`src/verilog/exec_pkg.sv`:
```
// shared constants and types for the invert / count-down-skip execution block
package exec_pkg;
   localparam int INSTR_W     = 14;       // instruction word width
   localparam int DATA_W      = 8;        // register file data width
   localparam int ADDR_W      = 7;        // register address width
   localparam int OPC_HI      = 13;       // opcode field top bit
   localparam int OPC_LO      = 8;        // opcode field bottom bit
   localparam int DEST_BIT    = 7;        // destination selector bit
   localparam int ADDR_HI     = 6;        // register address top bit
   localparam logic [5:0] OPC_INVERT    = 6'h09;  // 00 1001 dfff ffff
   localparam logic [5:0] OPC_COUNTDOWN = 6'h0b;  // 00 1011 dfff ffff
   localparam logic       DEST_ACC      = 1'h0;   // result to accumulator
   localparam logic [DATA_W-1:0] ACC_RESET = 8'h00;  // accumulator after reset
   // quarter phases of one instruction_period
   typedef enum logic [1:0] {PH_DECODE, PH_READ, PH_PROCESS, PH_WRITE} phase_t;
endpackage : exec_pkg

```
`src/verilog/regfile_if.sv`:
```
// connection between the execution core and its register file
`timescale 1ns/1ps
`default_nettype none
interface regfile_if #(parameter int DW = 8, parameter int AW = 7);
   logic [AW-1:0] rd_addr;   // read address
   logic [DW-1:0] rd_data;   // registered read data
   logic          wr_en;     // write strobe
   logic [AW-1:0] wr_addr;   // write address
   logic [DW-1:0] wr_data;   // write data
   modport core  (output rd_addr, wr_en, wr_addr, wr_data, input rd_data);
   modport store (input rd_addr, wr_en, wr_addr, wr_data, output rd_data);
endinterface : regfile_if
`default_nettype wire

```
`src/verilog/regfile_mem.sv`:
```
// register file storage with registered read data
`timescale 1ns/1ps
`default_nettype none
module regfile_mem #(
   parameter int DW = 8,
   parameter int AW = 7
) (
   input wire logic   clk,
   regfile_if.store   rf
);
   logic [DW-1:0] mem [2**AW];   // register storage

   // write port, then read data registered every edge
   always_ff @(posedge clk) begin
      if (rf.wr_en) begin
         mem[rf.wr_addr] <= rf.wr_data;
      end
      rf.rd_data <= mem[rf.rd_addr];
   end
endmodule : regfile_mem
`default_nettype wire

```
`src/verilog/invert_countdown_exec.sv`:
```
// execution of invert_register_op and count_down_skip_op over four quarter phases
// How it works
// - invert opcode, selector 0: inverse to accumulator
// - invert, selector 1: inverse back to register
// - count-down: register minus one to chosen destination
// - zero count-down result: next instruction replaced by no-op
// - nonzero result: next instruction runs, one cycle
// - decode, read, process, write in quarter phases
`timescale 1ns/1ps
`default_nettype none
module invert_countdown_exec #(
   parameter int DW = exec_pkg::DATA_W,
   parameter int AW = exec_pkg::ADDR_W
) (
   input  wire logic                         CLOCK,
   input  wire logic                         SRST,
   input  wire logic [exec_pkg::INSTR_W-1:0] INSTR,        // fetched instruction word
   input  wire logic                         INSTR_VALID,  // word present at decode phase
   input  wire logic                         LOAD_EN,      // preload a register
   input  wire logic [AW-1:0]                LOAD_ADDR,    // preload address
   input  wire logic [DW-1:0]                LOAD_DATA,    // preload value
   output logic      [1:0]                   PHASE,        // current quarter phase
   output logic      [DW-1:0]                ACC,          // accumulator
   output logic                              ZERO,         // zero status flag
   output logic                              SKIPPING,     // no-op cycle in progress
   output logic                              WR_STROBE,    // register written last phase
   output logic      [AW-1:0]                WR_ADDR,      // address written
   output logic      [DW-1:0]                WR_DATA       // value written
);
   import exec_pkg::*;

   // refuse widths the field layout cannot serve
   if (DW != DATA_W || AW != ADDR_W) begin : g_width_check
      $error("widths must match the instruction field layout");
   end

   regfile_if #(.DW(DW), .AW(AW)) rf ();   // register file link

   regfile_mem #(.DW(DW), .AW(AW)) u_mem (
      .clk (CLOCK),
      .rf  (rf.store)
   );

   // sequencer and datapath state
   phase_t               phase, next_phase;       // quarter phase
   logic [INSTR_W-1:0]   ir, next_ir;             // latched instruction
   logic                 valid, next_valid;       // instruction will execute
   logic [DW-1:0]        res, next_res;           // computed result

   // next values of the output flops
   logic [DW-1:0]        next_acc;                // accumulator next
   logic                 next_zero;               // zero flag next
   logic                 next_skip;               // skip flag next
   logic                 next_wr;                 // write pulse next
   logic [AW-1:0]        next_wr_addr;            // write address next
   logic [DW-1:0]        next_wr_data;            // write data next

   // decode of the latched word
   logic                 is_invert;               // decoded invert
   logic                 is_count;                // decoded count-down
   logic                 dest_reg;                // destination is the register
   logic                 core_wr;                 // core writes register this edge

   // decode fields of the latched word
   assign is_invert = valid && ir[OPC_HI:OPC_LO] == OPC_INVERT;
   assign is_count  = valid && ir[OPC_HI:OPC_LO] == OPC_COUNTDOWN;
   assign dest_reg  = ir[DEST_BIT] != DEST_ACC;
   assign core_wr   = phase == PH_WRITE && (is_invert || is_count) && dest_reg;

   // register file hookup; core write wins over preload
   assign rf.rd_addr = ir[ADDR_HI:0];
   assign rf.wr_en   = core_wr || LOAD_EN;
   assign rf.wr_addr = core_wr ? ir[ADDR_HI:0] : LOAD_ADDR;
   assign rf.wr_data = core_wr ? res : LOAD_DATA;

   assign PHASE = phase;   // straight from the phase flop

   // next values of the sequencer and datapath
   always_comb begin
      // hold every value except the write pulse, which defaults low, unless the phase says otherwise
      next_phase   = phase;
      next_ir      = ir;
      next_valid   = valid;
      next_res     = res;
      next_acc     = ACC;
      next_zero    = ZERO;
      next_skip    = SKIPPING;
      next_wr      = 1'b0;
      next_wr_addr = WR_ADDR;
      next_wr_data = WR_DATA;
      unique case (phase)
         PH_DECODE: begin
            next_phase = PH_READ;
            // discarded word during a skip cycle
            next_valid = INSTR_VALID && !SKIPPING;
            next_ir    = INSTR;
         end
         PH_READ: begin  // register read registered in memory
            next_phase = PH_PROCESS;
         end
         PH_PROCESS: begin
            next_phase = PH_WRITE;
            if (is_invert) begin
               // invert: every bit flipped
               next_res = ~rf.rd_data;
            end else begin
               // count-down: 00 wraps round to ff
               next_res = rf.rd_data - {{(DW-1){1'b0}}, 1'b1};
            end
         end
         PH_WRITE: begin
            next_phase = PH_DECODE;
            // a skip lasts one whole period, then drops
            next_skip  = is_count && res == '0;
            // any other opcode runs as a no-op
            if (is_invert || is_count) begin
               if (dest_reg) begin
                  next_wr      = 1'b1;
                  next_wr_addr = ir[ADDR_HI:0];
                  next_wr_data = res;
               end else begin
                  next_acc = res;
               end
            end
            // only the invert op touches the zero flag
            if (is_invert) begin
               next_zero = res == '0;
            end
         end
      endcase
   end

   // state registers
   // reset clears sequencer state and results; register contents survive it
   always_ff @(posedge CLOCK) begin
      if (SRST) begin
         phase     <= PH_DECODE;
         ir        <= '0;
         valid     <= 1'b0;
         res       <= '0;
         ACC       <= ACC_RESET;
         ZERO      <= 1'b0;
         SKIPPING  <= 1'b0;
         WR_STROBE <= 1'b0;
         WR_ADDR   <= '0;
         WR_DATA   <= '0;
      end else begin
         phase     <= next_phase;
         ir        <= next_ir;
         valid     <= next_valid;
         res       <= next_res;
         ACC       <= next_acc;
         ZERO      <= next_zero;
         SKIPPING  <= next_skip;
         WR_STROBE <= next_wr;
         WR_ADDR   <= next_wr_addr;
         WR_DATA   <= next_wr_data;
      end
   end
endmodule : invert_countdown_exec
`default_nettype wire

```
`config.mk`:
```
export PLATFORM = sky130hd
export DESIGN_NAME = invert_countdown_exec
export DESIGN_NICKNAME = d
export VERILOG_FILES = /design/src/verilog/exec_pkg.sv /design/src/verilog/regfile_if.sv /design/src/verilog/regfile_mem.sv /design/src/verilog/invert_countdown_exec.sv
export SDC_FILE = /design/constraint.sdc
export NUM_CORES = 1
export LEC_CHECK = 0
export BUFFER_PORTS_ARGS = -buffer_cell sky130_fd_sc_hd__buf_2
export CAP_MARGIN = 20
export CELL_PAD_IN_SITES_DETAIL_PLACEMENT = 0
export CELL_PAD_IN_SITES_GLOBAL_PLACEMENT = 1
export CORE_ASPECT_RATIO = 1.1
export CORE_MARGIN = 10
export CORE_UTILIZATION = 60
export CTS_CLUSTER_SIZE = 8
export DETAILED_ROUTE_END_ITERATION = 12
export PLACE_DENSITY_LB_ADDON = 0.08
export SLEW_MARGIN = 25
export SYNTH_ARGS = -nofsm -noshare
export SYNTH_HDL_FRONTEND = slang
export SYNTH_SLANG_ARGS = --single-unit
export TNS_END_PERCENT = 10
```
`constraint.sdc`:
```
create_clock -name CLOCK -period 6.75 [get_ports CLOCK]
set_input_delay 0.3375 -clock CLOCK [delete_from_list [all_inputs] [get_ports CLOCK]]
set_output_delay 0.3375 -clock CLOCK [all_outputs]
set_load 0.01 [all_outputs]
```
==> flow_summary.toml <==
[outcome]
outcome = "complete, no violations"

[critical_path]
start_kind = "flip-flop"
path_cells = "nor2b_1, nand4_1, mux2i_1, nand4_1, nor2_1"
worst_path_max_delay_cell = "mux2i_1"
cp_data_required_time_ns = 7.08
worstSetupPathType = "reg2reg"
crit_fanout = 12
max_stage_delay_ns = 1.00
cp_common_cell = "nand4_1"
cp.arrival_ns = 4.73
endpoint_kind = "flip-flop"

[timing]
slew_headroom = 0.221
finalSetupTns_ns = 0
fin_crit_sh = 0.651
final_hold_viol_count = 0
holdWs_ns = 0.235
fmax_mhz = 227
clock-skew-final_ns = 0.0240
finalSetupViolations = 0
min_period_ns = 4.40
worst_pin_slew_ns = 1.17
maxSlewViolCount = 0
rsz0062_at_grt = "false"

[yosys]
synth_fp_nets = 1932
synth_cell_type_count = 37
yosysWarnings = 0
yosysSeqAreaShare = 0.761
ys_async_sr_fraction = 0
synthCells = 1894
synthesis.area_mm2 = 0.0420
synth_edf_count = 1024
ys.flop_type = "edfxtp_1"
ys_ff_latch = 1083
synth_top_area_share = 0.733
post-synth-top-count-cell = "edfxtp_1"
synthTopCellsByArea = "edfxtp_1 73%, mux4_2 18%, dfxtp_1 2.8%"
synth_common_cells = "1024 x edfxtp_1, 336 x mux4_2, 155 x nor2_1"
synth_top_area_cell = "edfxtp_1"
avgSynthCellArea_um2 = 22.2

[clock_network]
worstSkewPairLatency_ns = 0.72
cts_buffer_depth = 3
ctsHoldBuffers = 15
clock_sinks = 1083
cts_tree = "done"
clk_pin_slew_worst_paths_ns = 0.05
htreeDepth = 4
post_cts_buffers = 0
numCtsBuffers = 153
cts.root.buffer_cell = "clkbuf_16"
post_cts_resized = 0

[detailed_routing]
remaining_drc_errors = 0
vias_per_cell = 6.67
antenna_left = 0
routedWlPerCell_um = 32.6
firstDrtPassIters = 5
wl_mm = 98.0
vias = 20100
drt_iter0_drc = 2302

[global_route]
grt.overflow.total = 0
grt_max_degree = 143
track_usage = 0.248
grt_pass1_wl_mm = 146
antenna_found_initial = 2
grt_pass1_vias = 20700

[placed_design]
dp_hpwl_mm = 58.6
portBuffers = 60
routabilityCongestion = 0.839

[pwr]
vdd_drop_max_uv = 247
leakage_uw = 0.0148
power_density_mw_per_mm2 = 341

[floorplan]
die-area_mm2 = 0.0809
rows = 101
initial_core_util = 0.607
core_area_mm2 = 0.0691
chipHeight_um = 297
io_pins = 61
die_x_um = 272

[final_layout]
nets = 2090
area_growth_pct = 13.6
nFillCells = 4308
antenna_cells = 0
final_layout_size_suffix_gt1_frac = 0.299
fin_util = 0.690

[worst_hold_path]
min_path_type = "in2reg"

[job]
drv_cap = 0
## worst max-delay path, delay by kind of cell, from the launching register on
| kind | cells | cell delay (ns) |
|---|---|---|
| flops | 1 | 0.35 |
| mux | 1 | 1.00 |
| simple gates | 4 | 2.63 |
## area by class of cell
type,instances,area (um2),share of cell area
sequential,1083,31900,0.670
clock buffer,176,4040,0.0848
multi-input combinational,700,9640,0.202
tap,927,1160,0.0243
inverter,7,26.3,0.000551
clock inverter,8,101,0.00213
timing repair buffer,107,753,0.0158
## final timing paths
check	start	to	slack, ns	cells past startpoint
hold / removal	SRST	res[3]	0.24	2
setup reg to reg	ir[11]	u_mem.mem[50][7]	2.35	5
hold reg to reg	WR_DATA[3]	WR_DATA[3]	0.45	2
setup / recovery	ir[11]	u_mem.mem[50][7]	2.35	5
## metal layers
layer	share of wire	global-route usage
met5	0.00015	0
met4	0.028	0.0857
met3	0.083	0.0491
met2	0.48	0.374
met1	0.41	0.364
## cells in the final DEF, fill, tap and decap left out, types with 2 or more instances in the layout
master / count
nand3_1: 19
dlygate4sd3_1: 15
nor2_1: 155
buf_4: 27
ha_1: 5
o21ai_0: 3
clkbuf_1: 17
dfxtp_4: 4
clkbuf_16: 159
mux4_2: 336
nand2_4: 6
nand2_8: 2
or4_1: 2
mux2i_1: 34
nand2_1: 40
nand4_1: 17
a41oi_1: 3
nor3_1: 8
buf_12: 5
a21oi_1: 22
mux2_2: 13
xor2_1: 3
dfxtp_1: 55
edfxtp_1: 1024
nand3b_1: 2
clkinv_1: 2
a21o_1: 2
a211oi_1: 2
nor2b_1: 2
nor3_2: 4
buf_2: 60
clkinv_8: 4
o31ai_1: 3
inv_1: 7
or3_1: 4
nand2b_1: 6
## registers in the layout (all words and copies together) (netlist names)
register and cells:
SKIPPING 1, PHASE 2, WR_DATA 8, res 8, ACC 8, valid 1, WR_ADDR 7, ZERO 1
u_mem.mem 1024, u_mem.rf.rd_data 8, ir 14, WR_STROBE 1
## stage by stage
stage               area, um2  total power [uW]  cells  setup slack [ns]
CTS                     47600             16300   3007              2.40
global placement        43300              9640   2808              2.57
detailed placement      43300              9650   2808              2.42
global route            47700             16700   3008              2.10
finish                  47700             16200   3008              2.35
floorplan               42000              9000   1894              3.05
## report_power, final
group | internal, uW | switching (uW) | leakage (uW) | total [uW]
registers | 7450 | 137 | 0.00969 | 7590
clock network | 4140 | 2570 | 0.00202 | 6720
logic | 918 | 1020 | 0.00310 | 1940
## kinds of logic after synthesis
kind of cell / Yosys count / share of synthesized area
xor+xnor: 3 / 0.000626
simple gates: 273 / 0.0282
compound gates: 36 / 0.00507
mux: 383 / 0.192
flops: 1083 / 0.761
buf+inv: 111 / 0.0115
fa+ha+maj: 5 / 0.00149
Note: power is estimated with default switching activity, not from simulation.
